--- src/hbmc_pkg.sv ---
// Shared constants for the host buffer memory cache.
// Assumes a single 10 MHz clock domain and a byte-wide local buffer RAM.
package hbmc_pkg;

	// Cache geometry
	localparam int          CACHE_DEPTH = 4;
	localparam int          BYTE_W      = 8;
	localparam int          ADDR_W      = 16;
	localparam int          LVL_W       = 3;
	localparam int          PIN_SYNC    = 3;

	// Register port geometry
	localparam int          REG_ADDR_W  = 4;
	localparam int          REG_DATA_W  = 16;

	// Register offsets
	localparam logic [3:0]  OFS_CTRL    = 4'h0;
	localparam logic [3:0]  OFS_STATUS  = 4'h1;
	localparam logic [3:0]  OFS_HOSTCNT = 4'h2;
	localparam logic [3:0]  OFS_BUFCNT  = 4'h3;

	// Control register fields
	localparam int          CTRL_ZWAIT  = 0;
	localparam int          CTRL_ODD    = 1;
	localparam int          CTRL_WIDE   = 2;
	localparam int          CTRL_W      = 3;
	localparam logic [2:0]  CTRL_RESET  = 3'h0;

	// Status register fields
	localparam int          STAT_MODE   = 0;
	localparam int          STAT_BUSY   = 1;
	localparam int          STAT_VALID  = 2;
	localparam int          STAT_LVL_LO = 4;

	// Access sizes in bytes
	localparam logic [2:0]  STEP_BYTE   = 3'h1;
	localparam logic [2:0]  STEP_WORD   = 3'h2;

	// Host access sequencer, Gray coded along the usual path
	typedef enum logic [2:0] {
		H_IDLE  = 3'b000,
		H_FLUSH = 3'b100,
		H_FILL  = 3'b001,
		H_XFER  = 3'b011,
		H_DONE  = 3'b010
	} hbmc_state_t;

endpackage

--- src/hbmc_fifo_if.sv ---
// Handshake bundle between the cache control and its byte FIFO.
// Assumes both ends run on the same clock.
interface hbmc_fifo_if #(
	parameter int W = 8,
	parameter int L = 3
);
	logic         clear;
	logic         push_valid;
	logic         push_ready;
	logic [W-1:0] push_data;
	logic         pop_valid;
	logic         pop_ready;
	logic [W-1:0] pop_data;
	logic [L-1:0] level;

	modport fifo (
		input  clear,
		input  push_valid,
		input  push_data,
		input  pop_ready,
		output push_ready,
		output pop_valid,
		output pop_data,
		output level
	);

	modport user (
		output clear,
		output push_valid,
		output push_data,
		output pop_ready,
		input  push_ready,
		input  pop_valid,
		input  pop_data,
		input  level
	);
endinterface

--- src/hbmc_top.sv ---
// Memory cache between the host bus slave port and the byte-wide buffer RAM.
// Assumes host strobes are asynchronous and RAM read data return one cycle
// after the read strobe; a granted RAM write completes in its own cycle.
//
// How it works
// one four-byte FIFO serves reads and writes
// host counter compares, buffer counter addresses RAM
// read miss loads counters, fills bytewise
// channel-ready low during fill, high when ready
// host counter steps one or two per access
// read mode prefetches while FIFO has room
// read hit with valid data served at once
// writes posted into FIFO, drained when RAM free
// write miss flushes FIFO before counter load
// channel-ready driven only during board access
// zero-wait on mode, address, data/room match, or for writes
// writes zero-wait in read mode or empty
// zero-wait enable clear blocks zero-wait always
// zero-wait gated by widths, enable, slot size
// staggered bit forces buffer address odd on miss
// software starts staggered transfers at even address
// byte and word host access over byte RAM
// direction change handled as a miss
module hbmc_top
	import hbmc_pkg::*;
(
	// Clock and reset
	input  wire logic                  mclk,
	input  wire logic                  sys_rst,
	// Register port
	input  wire logic [REG_ADDR_W-1:0] reg_addr,
	input  wire logic [REG_DATA_W-1:0] reg_wdata,
	input  wire logic                  reg_wr,
	input  wire logic                  reg_rd,
	output logic      [REG_DATA_W-1:0] reg_rdata,
	// Host bus
	input  wire logic [ADDR_W-1:0]     host_addr,
	input  wire logic [15:0]           host_wdata,
	input  wire logic                  host_rd_n,
	input  wire logic                  host_wr_n,
	input  wire logic                  host_word,
	input  wire logic                  slot_16bit,
	input  wire logic                  mem_16bit,
	output logic      [15:0]           host_rdata,
	output logic                       chrdy_o,
	output logic                       chrdy_oe,
	output logic                       zws_n,
	// Buffer RAM
	input  wire logic                  ram_grant,
	input  wire logic [BYTE_W-1:0]     ram_rdata,
	output logic      [ADDR_W-1:0]     ram_addr,
	output logic      [BYTE_W-1:0]     ram_wdata,
	output logic                       ram_we,
	output logic                       ram_re
);

	// Byte count of one host access
	function automatic logic [LVL_W-1:0] access_bytes(input logic word);
		access_bytes = word ? STEP_WORD : STEP_BYTE;
	endfunction

	// Counter step with wrap inside the address space
	function automatic logic [ADDR_W-1:0] addr_step(input logic [ADDR_W-1:0] a,
	                                                 input logic [LVL_W-1:0] n);
		addr_step = a + ADDR_W'(n);
	endfunction

	hbmc_fifo_if #(.W(BYTE_W), .L(LVL_W)) fq ();

	hbmc_fifo #(
		.WIDTH (BYTE_W),
		.DEPTH (CACHE_DEPTH)
	) u_fifo (
		.mclk    (mclk),
		.sys_rst (sys_rst),
		.f       (fq.fifo)
	);

	// State
	hbmc_state_t        state_reg;
	hbmc_state_t        state_next;
	logic [CTRL_W-1:0]  ctrl_reg;
	logic [PIN_SYNC-1:0] rd_sync_reg;
	logic [PIN_SYNC-1:0] wr_sync_reg;
	logic               rd_filt_n_reg;
	logic               wr_filt_n_reg;
	logic [ADDR_W-1:0]  host_cnt_reg;
	logic [ADDR_W-1:0]  buf_cnt_reg;
	logic               cnt_valid_reg;
	logic               mode_wr_reg;
	logic               pend_reg;
	logic               req_wr_reg;
	logic               word_reg;
	logic               idx_reg;
	logic [ADDR_W-1:0]  addr_reg;
	logic [15:0]        wdata_reg;
	logic [15:0]        rdata_reg;
	logic               zws_reg;
	logic [REG_DATA_W-1:0] reg_rdata_reg;

	// Decoded terms
	wire                rd_act;
	wire                wr_act;
	wire                strobe_act;
	wire                req_wr;
	wire [LVL_W-1:0]    req_bytes;
	wire [LVL_W-1:0]    cur_bytes;
	wire                addr_hit;
	wire                mode_hit;
	wire                have_room;
	wire                have_data;
	wire                data_ok;
	wire                hit;
	wire                start;
	wire                flush_first;
	wire                load_idle;
	wire                load_flush;
	wire                load;
	wire [ADDR_W-1:0]   load_addr;
	wire                load_wr;
	wire [ADDR_W-1:0]   buf_load;
	wire                fill_ready;
	wire                host_push;
	wire                host_pop;
	wire                xfer_step;
	wire                xfer_last;
	wire [LVL_W:0]      inflight;
	wire                zws_cond;
	wire                zws_width_ok;
	wire                zws_set;
	wire [BYTE_W-1:0]   push_byte;

	// Host strobe filter: three stages, change taken when last two agree
	always_ff @(posedge mclk) begin
		if (sys_rst) begin
			rd_sync_reg   <= '1;
			wr_sync_reg   <= '1;
			rd_filt_n_reg <= 1'b1;
			wr_filt_n_reg <= 1'b1;
		end else begin
			rd_sync_reg <= {rd_sync_reg[PIN_SYNC-2:0], host_rd_n};
			wr_sync_reg <= {wr_sync_reg[PIN_SYNC-2:0], host_wr_n};
			if (rd_sync_reg[1] == rd_sync_reg[2])
				rd_filt_n_reg <= rd_sync_reg[2];
			if (wr_sync_reg[1] == wr_sync_reg[2])
				wr_filt_n_reg <= wr_sync_reg[2];
		end
	end

	// Access decode and hit test
	assign rd_act     = ~rd_filt_n_reg;
	assign wr_act     = ~wr_filt_n_reg;
	assign strobe_act = rd_act | wr_act;
	assign req_wr     = wr_act & ~rd_act;
	assign req_bytes  = access_bytes(host_word);
	assign cur_bytes  = access_bytes(word_reg);
	assign addr_hit   = cnt_valid_reg && (host_addr == host_cnt_reg);
	assign mode_hit   = (req_wr == mode_wr_reg);
	assign have_room  = ({1'b0, fq.level} + {1'b0, req_bytes}) <= (LVL_W+1)'(CACHE_DEPTH);
	assign have_data  = (fq.level >= req_bytes);
	assign data_ok    = req_wr ? have_room : have_data;
	assign hit        = addr_hit & mode_hit;
	assign start      = (state_reg == H_IDLE) & strobe_act;

	// Miss handling: write data is drained before any counter load
	assign flush_first = mode_wr_reg & (fq.level != '0);
	assign load_idle   = start & ~hit & ~flush_first;
	assign load_flush  = (state_reg == H_FLUSH) & (fq.level == '0);
	assign load        = load_idle | load_flush;
	assign load_addr   = (state_reg == H_IDLE) ? host_addr : addr_reg;
	assign load_wr     = (state_reg == H_IDLE) ? req_wr : req_wr_reg;
	assign buf_load    = {load_addr[ADDR_W-1:1],
	                      load_addr[0] | ctrl_reg[CTRL_ODD]};

	// Fill wait, then one byte per cycle between host and FIFO
	assign fill_ready = req_wr_reg ?
		(({1'b0, fq.level} + {1'b0, cur_bytes}) <= (LVL_W+1)'(CACHE_DEPTH)) :
		(fq.level >= cur_bytes);
	assign host_push  = (state_reg == H_XFER) & mode_wr_reg & fq.push_ready;
	assign host_pop   = (state_reg == H_XFER) & ~mode_wr_reg & fq.pop_valid;
	assign xfer_step  = host_push | host_pop;
	assign xfer_last  = ~word_reg | idx_reg;
	assign push_byte  = idx_reg ? wdata_reg[15:8] : wdata_reg[7:0];

	// Sequencer next state
	always_comb begin
		state_next = state_reg;
		case (state_reg)
			H_IDLE: begin
				if (start)
					state_next = (~hit & flush_first) ? H_FLUSH : H_FILL;
			end
			H_FLUSH: begin
				if (load_flush)
					state_next = H_FILL;
			end
			H_FILL: begin
				if (fill_ready)
					state_next = H_XFER;
			end
			H_XFER: begin
				if (xfer_step && xfer_last)
					state_next = H_DONE;
			end
			H_DONE: begin
				if (!strobe_act)
					state_next = H_IDLE;
			end
			default: state_next = H_IDLE;
		endcase
	end

	// Sequencer register
	always_ff @(posedge mclk) begin
		if (sys_rst)
			state_reg <= H_IDLE;
		else
			state_reg <= state_next;
	end

	// Access capture at the start of a board access
	always_ff @(posedge mclk) begin
		if (sys_rst) begin
			req_wr_reg <= 1'b0;
			word_reg   <= 1'b0;
			addr_reg   <= '0;
			wdata_reg  <= '0;
		end else if (start) begin
			req_wr_reg <= req_wr;
			word_reg   <= host_word;
			addr_reg   <= host_addr;
			wdata_reg  <= host_wdata;
		end
	end

	// Byte index and read data assembly
	always_ff @(posedge mclk) begin
		if (sys_rst) begin
			idx_reg   <= 1'b0;
			rdata_reg <= '0;
		end else if (start) begin
			idx_reg   <= 1'b0;
			rdata_reg <= '0;
		end else if (xfer_step) begin
			idx_reg <= ~idx_reg;
			if (host_pop && idx_reg)
				rdata_reg[15:8] <= fq.pop_data;
			else if (host_pop)
				rdata_reg[7:0] <= fq.pop_data;
		end
	end

	// Host counter and cache mode; load wins over the step
	always_ff @(posedge mclk) begin
		if (sys_rst) begin
			host_cnt_reg  <= '0;
			cnt_valid_reg <= 1'b0;
			mode_wr_reg   <= 1'b0;
		end else if (load) begin
			host_cnt_reg  <= load_addr;
			cnt_valid_reg <= 1'b1;
			mode_wr_reg   <= load_wr;
		end else if (xfer_step && xfer_last) begin
			host_cnt_reg <= addr_step(host_cnt_reg, cur_bytes);
		end
	end

	// RAM engine: prefetch in read mode, drain in write mode
	assign inflight    = {1'b0, fq.level} + {{LVL_W{1'b0}}, pend_reg};
	assign ram_re      = ~mode_wr_reg & cnt_valid_reg & ram_grant & ~load &
	                     (inflight < (LVL_W+1)'(CACHE_DEPTH));
	assign ram_we      = mode_wr_reg & cnt_valid_reg & ram_grant & fq.pop_valid;
	assign ram_addr    = buf_cnt_reg;
	assign ram_wdata   = fq.pop_data;

	// FIFO steering by mode, one queue for both directions
	assign fq.clear      = load;
	assign fq.push_valid = mode_wr_reg ? host_push : pend_reg;
	assign fq.push_data  = mode_wr_reg ? push_byte : ram_rdata;
	assign fq.pop_ready  = mode_wr_reg ? ram_we : host_pop;

	// Buffer counter and outstanding RAM read
	always_ff @(posedge mclk) begin
		if (sys_rst) begin
			buf_cnt_reg <= '0;
			pend_reg    <= 1'b0;
		end else begin
			pend_reg <= ram_re;
			if (load)
				buf_cnt_reg <= buf_load;
			else if (ram_re || ram_we)
				buf_cnt_reg <= addr_step(buf_cnt_reg, STEP_BYTE);
		end
	end

	// Zero-wait decision, taken once per access
	assign zws_cond = (hit & data_ok) |
	                  (req_wr & (~mode_wr_reg | (fq.level == '0)));
	assign zws_width_ok = ~host_word |
	                      (ctrl_reg[CTRL_WIDE] & slot_16bit & mem_16bit);
	assign zws_set = start & ctrl_reg[CTRL_ZWAIT] & zws_cond & zws_width_ok;

	// Zero-wait flag holds for the access, drops when strobes end or the zero-wait enable clears
	always_ff @(posedge mclk) begin
		if (sys_rst)
			zws_reg <= 1'b0;
		else if (zws_set)
			zws_reg <= 1'b1;
		else if (state_reg == H_IDLE || !ctrl_reg[CTRL_ZWAIT])
			zws_reg <= 1'b0;
	end

	// Host side outputs
	assign zws_n      = ~zws_reg;
	assign chrdy_oe   = (state_reg != H_IDLE);
	assign chrdy_o    = (state_reg == H_DONE);
	assign host_rdata = rdata_reg;

	// Control register write
	always_ff @(posedge mclk) begin
		if (sys_rst)
			ctrl_reg <= CTRL_RESET;
		else if (reg_wr && reg_addr == OFS_CTRL)
			ctrl_reg <= reg_wdata[CTRL_W-1:0];
	end

	// Register read mux, unmapped offsets read zero
	wire [REG_DATA_W-1:0] status_word;
	wire [REG_DATA_W-1:0] rd_mux;
	assign status_word = {{(REG_DATA_W-STAT_LVL_LO-LVL_W){1'b0}}, fq.level,
	                      1'b0, cnt_valid_reg, (state_reg != H_IDLE), mode_wr_reg};
	assign rd_mux = (reg_addr == OFS_CTRL)    ? {{(REG_DATA_W-CTRL_W){1'b0}}, ctrl_reg} :
	                (reg_addr == OFS_STATUS)  ? status_word :
	                (reg_addr == OFS_HOSTCNT) ? host_cnt_reg :
	                (reg_addr == OFS_BUFCNT)  ? buf_cnt_reg : '0;

	// Read data stand for one cycle after the strobe only
	always_ff @(posedge mclk) begin
		if (sys_rst)
			reg_rdata_reg <= '0;
		else
			reg_rdata_reg <= reg_rd ? rd_mux : '0;
	end

	assign reg_rdata = reg_rdata_reg;

endmodule

--- src/hbmc_fifo.sv ---
// Byte FIFO with valid/ready on both sides and a synchronous clear.
// Assumes the level field of the bundle is wide enough for DEPTH.
module hbmc_fifo #(
	parameter int WIDTH = 8,
	parameter int DEPTH = 4
) (
	// Clock and reset
	input wire logic   mclk,
	input wire logic   sys_rst,
	// Queue ports
	hbmc_fifo_if.fifo  f
);
	localparam int PW = (DEPTH > 1) ? $clog2(DEPTH) : 1;
	localparam int CW = $clog2(DEPTH + 1);

	logic [WIDTH-1:0] mem_reg [DEPTH];
	logic [PW-1:0]    wr_ptr_reg;
	logic [PW-1:0]    rd_ptr_reg;
	logic [CW-1:0]    count_reg;
	wire              do_push;
	wire              do_pop;

	// Pointer step with wrap for any depth
	function automatic logic [PW-1:0] ptr_inc(input logic [PW-1:0] p);
		ptr_inc = (p == PW'(DEPTH - 1)) ? '0 : p + PW'(1);
	endfunction

	// Handshake terms
	assign f.push_ready = (count_reg != CW'(DEPTH));
	assign f.pop_valid  = (count_reg != '0);
	assign f.pop_data   = mem_reg[rd_ptr_reg];
	assign f.level      = count_reg;
	assign do_push      = f.push_valid & f.push_ready;
	assign do_pop       = f.pop_valid & f.pop_ready;

	// Storage write
	always_ff @(posedge mclk) begin
		if (do_push && !f.clear)
			mem_reg[wr_ptr_reg] <= f.push_data;
	end

	// Pointers and fill count, clear wins
	always_ff @(posedge mclk) begin
		if (sys_rst || f.clear) begin
			wr_ptr_reg <= '0;
			rd_ptr_reg <= '0;
			count_reg  <= '0;
		end else begin
			if (do_push)
				wr_ptr_reg <= ptr_inc(wr_ptr_reg);
			if (do_pop)
				rd_ptr_reg <= ptr_inc(rd_ptr_reg);
			count_reg <= count_reg + CW'(do_push) - CW'(do_pop);
		end
	end
endmodule

--- config.mk ---
export PLATFORM = sky130hd
export DESIGN_NAME = hbmc_top
export DESIGN_NICKNAME = d
export VERILOG_FILES = /design/src/hbmc_pkg.sv /design/src/hbmc_fifo_if.sv /design/src/hbmc_top.sv /design/src/hbmc_fifo.sv
export SDC_FILE = /design/constraint.sdc
export NUM_CORES = 1
export LEC_CHECK = 0
export ABC_AREA = 1
export BUFFER_PORTS_ARGS = -buffer_cell sky130_fd_sc_hd__clkbuf_2
export CAP_MARGIN = 10
export CORE_ASPECT_RATIO = 1.5
export CORE_MARGIN = 2
export CORE_UTILIZATION = 57
export CTS_CLUSTER_DIAMETER = 200
export DETAILED_ROUTE_END_ITERATION = 10
export PLACE_DENSITY_LB_ADDON = 0.2
export SLEW_MARGIN = 20
export SYNTH_ARGS = -nofsm -noshare
export SYNTH_HDL_FRONTEND = slang
export SYNTH_SLANG_ARGS = --single-unit
--- constraint.sdc ---
create_clock -name mclk -period 2.4 [get_ports mclk]
set_input_delay 0.24 -clock mclk [delete_from_list [all_inputs] [get_ports mclk]]
set_output_delay 0.24 -clock mclk [all_outputs]
set_load 0.05 [all_outputs]
==> After elaboration in Yosys (flattened, before gate mapping) <==
Memory sizes are Yosys's and may differ from the RTL's. A register that Yosys moved wholly into a read port is not among the register bits.
Cells that the tools add are included.
{ "word_totals": {"register_bits": 124, "ram_bits": 32, "output_inout_bits": 61, "wordCells": 165, "mem_count": 1} }
{ "op_classes": {"add_sub_neg": 9, "order_cmp": 5, "eq_ne": 19, "n_mux": 33, "n_bitwise": 48, "reduce_logical": 25} }
{ "mem_list": {"columns": ["name", "depth", "width", "read_ports", "rd_clocked_by_memory_dff", "wr", "line", "text"], "rows": [
  ["u_fifo.mem_reg", 4, 8, 1, 1, 1, "hbmc_fifo.sv:16", "logic [WIDTH-1:0] mem_reg [DEPTH];"]
]} }
{ "op_table": {"columns": ["op", "count"], "rows": [
  ["2-to-1 mux 16 bit", 7],
  ["AND 1 bit", 28],
  ["2-to-1 mux 3 bit", 7],
  ["adder 16 x 1 -> 16 bit, second input constant", 1],
  ["adder 16 x 2 -> 16 bit", 1],
  ["== test 16 bit", 1],
  ["2-to-1 mux 8 bit", 2],
  ["one-hot mux 3 bit (5 select lines)", 1],
  ["2-to-1 mux 2 bit", 6],
  ["NOT 1 bit", 12],
  ["2-to-1 mux 1 bit", 9],
  ["adder 3 x 2 -> 4 bit", 2],
  ["== test 4 x 2 -> 1 bit, second input constant", 2],
  ["<= comparator 4 x 3 -> 1 bit, second input constant", 2],
  ["inequality test 2 bit, second input constant", 4],
  ["bitwise OR 1 bit", 8],
  ["2-to-1 mux 7 bit", 1],
  ["== test 3 x 2 -> 1 bit, second input constant", 2],
  ["greater-or-equal comparator 3 x 2 -> 1 bit", 2],
  ["zero test 3 bit", 2],
  ["nonzero test 2 bit", 3],
  ["nonzero test 3 bit", 2],
  ["logical AND 1 bit", 5],
  ["AND reduction 5 bit", 1],
  ["20 further kinds", 28]
]} }

==> Logic depth before layout (Yosys ltp) <==
{ "depth": {"ltp_word": 14, "mapped_depth": 15} }

==> Hierarchy <==
From an unflattened synthesis, not the netlist that was laid out.
{ "unflattened": {"hier_cells": 1130, "hier_area_um2": 8200.4} }
{ "by_module_without_submodules": {"columns": ["mod", "instances", "cells_each", "area_per_inst_um2", "seq_area_each_um2"], "rows": [
  ["hbmc_top", 1, 983, 6490.0, 2342.2],
  ["hbmc_fifo", 1, 147, 1710.4, 1141.1]
]} }

==> Worst setup path after synthesis <==
No wires, ideal clock.
{ "synth_timing": {"kind": "register to register", "from": "register u_fifo.count_reg[1], in the netlist u_fifo.f.level[1]", "to": "register u_fifo.count_reg[2], in the netlist u_fifo.f.level[2]", "arrival_ns": 2.106, "required_ns": 2.284, "setup_slack_ns": 0.178, "path_stages_with_launch": 13, "n_path_buf": 0, "path_cell_list": "dfxtp_1 > inv_1 > nand3_2 > inv_2 > nor2_4 > nand3_1 > nand2_1 > ha_1 > inv_1 > ha_1 > fa_1 > xor2_1 > nor2_1"} }
{ "synth_via": {"word_cells_on_any_way": 18} }
{ "synth_rtl": {"columns": ["item", "line", "text"], "rows": [
  ["start: declaration", "hbmc_fifo.sv:19", "logic [CW-1:0] count_reg;"],
  ["start signal: assignment", "hbmc_fifo.sv:53", "count_reg <= count_reg + CW'(do_push) - CW'(do_pop);"],
  ["nonzero test 3 bit (*)", "hbmc_fifo.sv:30", "assign f.pop_valid = (count_reg != '0);"],
  ["AND 1 bit, on equally long branches", "hbmc_top.sv:180, hbmc_top.sv:272", null],
  ["2-to-1 mux 1 bit", "hbmc_top.sv:280", "assign fq.pop_ready = mode_wr_reg ? ram_we : host_pop;"],
  ["AND 1 bit (*)", "hbmc_fifo.sv:34", "assign do_pop = f.pop_valid & f.pop_ready;"],
  ["via u_fifo.do_pop", "hbmc_fifo.sv:21", "wire do_pop;"],
  ["subtractor 3 x 1 -> 3 bit (*)", "hbmc_fifo.sv:53", null]
]} }
Mark *: on every way through the listed nets, which the timed path passes. The rest lies on a longest branch.
A chain may end at the register's enable or synchronous reset.

==> summary.md <==
| Metric | Value |
|---|---|
| Outcome | `finished, final reports clean` |
| HP Class | `input port to flop` |
| Hold path depth | `3` |
| Final instance count without filler cells | `1467` |
| Placer congestion estimate | `approximately 0.94` |
| Cells after synthesis | `about 1100` |
| Final Hold Viols | `0` |
| Via density | `roughly 5.4` |
| Hold Path Sink | `wdata_reg[2]` |
| Core Region | `around 0.014 mm²` |
| Required time of the critical path | `between 2 and 2.5 ns` |
| # placed instances | `1433` |
| Setup Viol. Count Final | `0` |
| Num Clock Sinks | `approximately 160` |
| Area leader, netlist | `dfxtp_1` |
| Worst-path clk slew | `around 0.070 ns` |
| Top-count cell post-synth | `nand2_1` |
| Post-route ant nets | `0` |
| Final worst path period share | `roughly 98%` |
| Htree depth | `4` |
| Layout Nets | `about 1400` |
| Setup crit end kind | `output pin` |
| Area of the die | `0.01529 mm²` |
| IO Port Bufs | `~120` |
| Final Max Slew Viols | `0` |
| Yosys cell types | `between 40 and 50` |
| Worst vdd ir | `around 430 µV` |
| Post-synth EDFFs | `32` |
| Top FF cell, synth | `dfxtp_1` |
| N_diodes | `0` |
| Area delta synth->final | `20.19%` |
| Arr. time, crit path | `about 2.1 ns` |
| Initial core utilization | `between 50% and 60%` |
| Actual slew at the worst max-slew pin | `0.6747 ns` |
| R2r setup slk | `roughly 0.15 ns` |
| Overall routing resource usage | `a little under a third` |
| DRT iter0 DRCs | `around 420` |
| Die W | `about 100 µm` |
| Pwr dens | `approximately 660 mW/mm²` |
| Post-route clock skew | `roughly 0.0073 ns` |
| Reg2reg end | `state_reg[1]` |
| Syn. warnings | `0` |
| Leakage | `roughly 4.4 nW` |
| Post-route DRC violation count | `0` |
| CTS root buffer | `clkbuf_16` |
| TritonRoute pass-1 iters | `5` |
| Clk_lat worst skew | `~0.42 ns` |
| Sequential area share after synthesis | `42.75%` |
| Setup TNS Final | `0 ns` |
| Antenna violations before repair | `0` |
| Fin crit period | `~2.3 ns` |
| Vias | `~7900` |
| Num CTS Buffers | `17` |
| Startpoint types | `flop` |
| # fillers | `between 1000 and 1500` |
| Largest net degree at the start of global routing | `between 50 and 60` |
| Max FO, Critical Path | `16` |
| Die Ht | `approximately 150 µm` |
| Post-Syn Area | `0.008148 mm²` |
| Syn_nets | `1222` |
| Post-DP HPWL | `between 15 and 20 mm` |
| Global-route wire length before repair | `between 30 and 40 mm` |
| RSZ-0062 raised after global routing | `yes` |
| Share of the synthesized area in the top cell type | `~31%` |
| Top post-synthesis cells by count | `nand2_1 (254), nor2_1 (197), dfxtp_1 (126), inv_1 (111), o21ai_0 (102)` |
| Site Rows | `53` |
| Clock Tree Buf Depth | `2` |
| CTS tree | `built` |
| Kind of critical path | `flop to output pin` |
| Leading post-synthesis cells by cell area | `dfxtp_1 (31%), edfxtp_1 (12%), nand2_1 (12%)` |
| Slew headroom | `54.86%` |
| Post-synth ARST share | `0%` |
| Mapped Avg Cell Area | `7.217 µm²` |
| Layout cell share with drive strength beyond 1 | `between 10% and 20%` |
| Detailed Route WL | `between 20 and 25 mm` |
| Drt wl/cell | `roughly 16 µm` |
| Hold Crit Start | `host_wdata[2]` |
| Max reg flops | `32` |
| Worst reg2reg startpoint | `word_reg` |
| IO Pins | `between 100 and 150` |
| R2R depth | `13` |
| F_max | `roughly 0.43 GHz` |
| Overflow after GRT | `0` |
| Max-Cap Viols | `0` |
| Synth Register Bits | `roughly 160` |
| Vias in the first global route | `about 7500` |
==> cell usage in the layout, fill, tap and decap left out, types with 3 or more instances in the layout <==
master,count
nand2_1,254
nor2_1,197
clkbuf_2,116
dfxtp_1,114
inv_1,110
o21ai_0,101
a21oi_1,54
nand3_1,52
buf_4,34
edfxtp_1,32
o21bai_1,29
ha_1,19
clkbuf_16,18
xor2_1,16
dfxtp_2,12
xnor2_1,10
inv_2,10
nand4_1,9
nor3_1,7
or2_2,7
nand3_2,6
inv_6,6
a21oi_2,4
nor2_2,4
o22ai_1,4
fa_1,4
bufinv_16,4
a221oi_1,3
o22ai_2,3
nand2_4,3
o21ai_1,3
==> repair_timing <==
action | 4_1_cts | 5_1_grt
hold endpoints to repair | 2 | 0
hold buffers | 2 | 0
setup endpoints to repair | 1 | 18
pin swaps | 0 | 3
buffers inserted | 0 | 0
cloned | 0 | 0
resized for setup | 1 | 21
==> how the worst max path moves through the flow <==
stage / from / end / slack (ns) / depth (start not counted)
after floorplan: u_fifo.f.level[1] / u_fifo.f.level[2] / 0.18 / 12
after global placement: word_reg / host_cnt_reg[12] / 0.20 / 14
after detailed placement: word_reg / host_cnt_reg[12] / 0.18 / 14
after CTS: host_cnt_reg[12] / ram_re / 0.006 / 11
after global routing: u_fifo.f.level[0] / state_reg[0] / -0.03 / 11
final: flop / ram_wdata[3] / 0.05 / 4
==> area by class of cell <==
class / instances / area, µm² / share of cell area (%)
clock buffers: 19 / 454.2 / 4.638
repair buffers: 155 / 907.1 / 9.263
flip-flops and latches: 158 / 3498 / 35.72
inverters: 123 / 462.9 / 4.727
clock inverters: 13 / 195.2 / 1.993
well taps: 192 / 240.2 / 2.453
multi-input cells: 807 / 4035 / 41.20
==> per-layer routing <==
layer	track usage [%]	up-vias	part of all wire, %
met5	0	-	0
met3	5.200	98	4.5
met4	22.70	0	7.5
li1	-	3901	-
met1	30.01	3606	34
met2	58.06	282	54
==> report_power, final <==
| group | total, mW | switching, mW | internal [mW] |
|---|---|---|---|
| Clock | 3.01 | 1.17 | 1.83 |
| Combinational | 0.705 | 0.490 | 0.215 |
| Sequential | 2.78 | 0.0416 | 2.74 |
| Total | 6.49 | 1.71 | 4.78 |
==> worst max-delay path, stage by stage, from the launching register on <==
cell and delay, ns:
dfxtp_1 0.35, inv_1 0.35, o21ai_0 0.14, o22ai_1 0.46, clkbuf_2 0.38
==> cell families (layout without fill, tap and decap cells) <==
family	count (synthesis)	after routing	share of synthesized area, %
AOI/OAI and AO/OA	206	206	14.13
xor gates and xnor gates	26	26	2.795
adders and majority gates	23	23	3.901
buffers and inverters	164	310	8.077
DFF	158	158	42.75
and+or+nand+nor	552	552	28.35
==> through the flow <==
step	util, %	power [mW]	hold slack (ns)	worst slack (ns)	cell area [µm²]
2_1_floorplan	-	3.316	0.3438	0.1783	8148
3_3_place_gp	64.85	3.515	0.3910	0.2031	9074
3_5_place_dp	64.85	3.527	0.3941	0.1824	9074
4_1_cts	69.65	6.498	0.03942	0.006004	9746
5_1_grt	69.99	6.706	0.04339	-0.03439	9793
6_report	69.99	6.491	0.03919	0.05498	9793
Note: power is estimated with default switching activity, not from simulation.
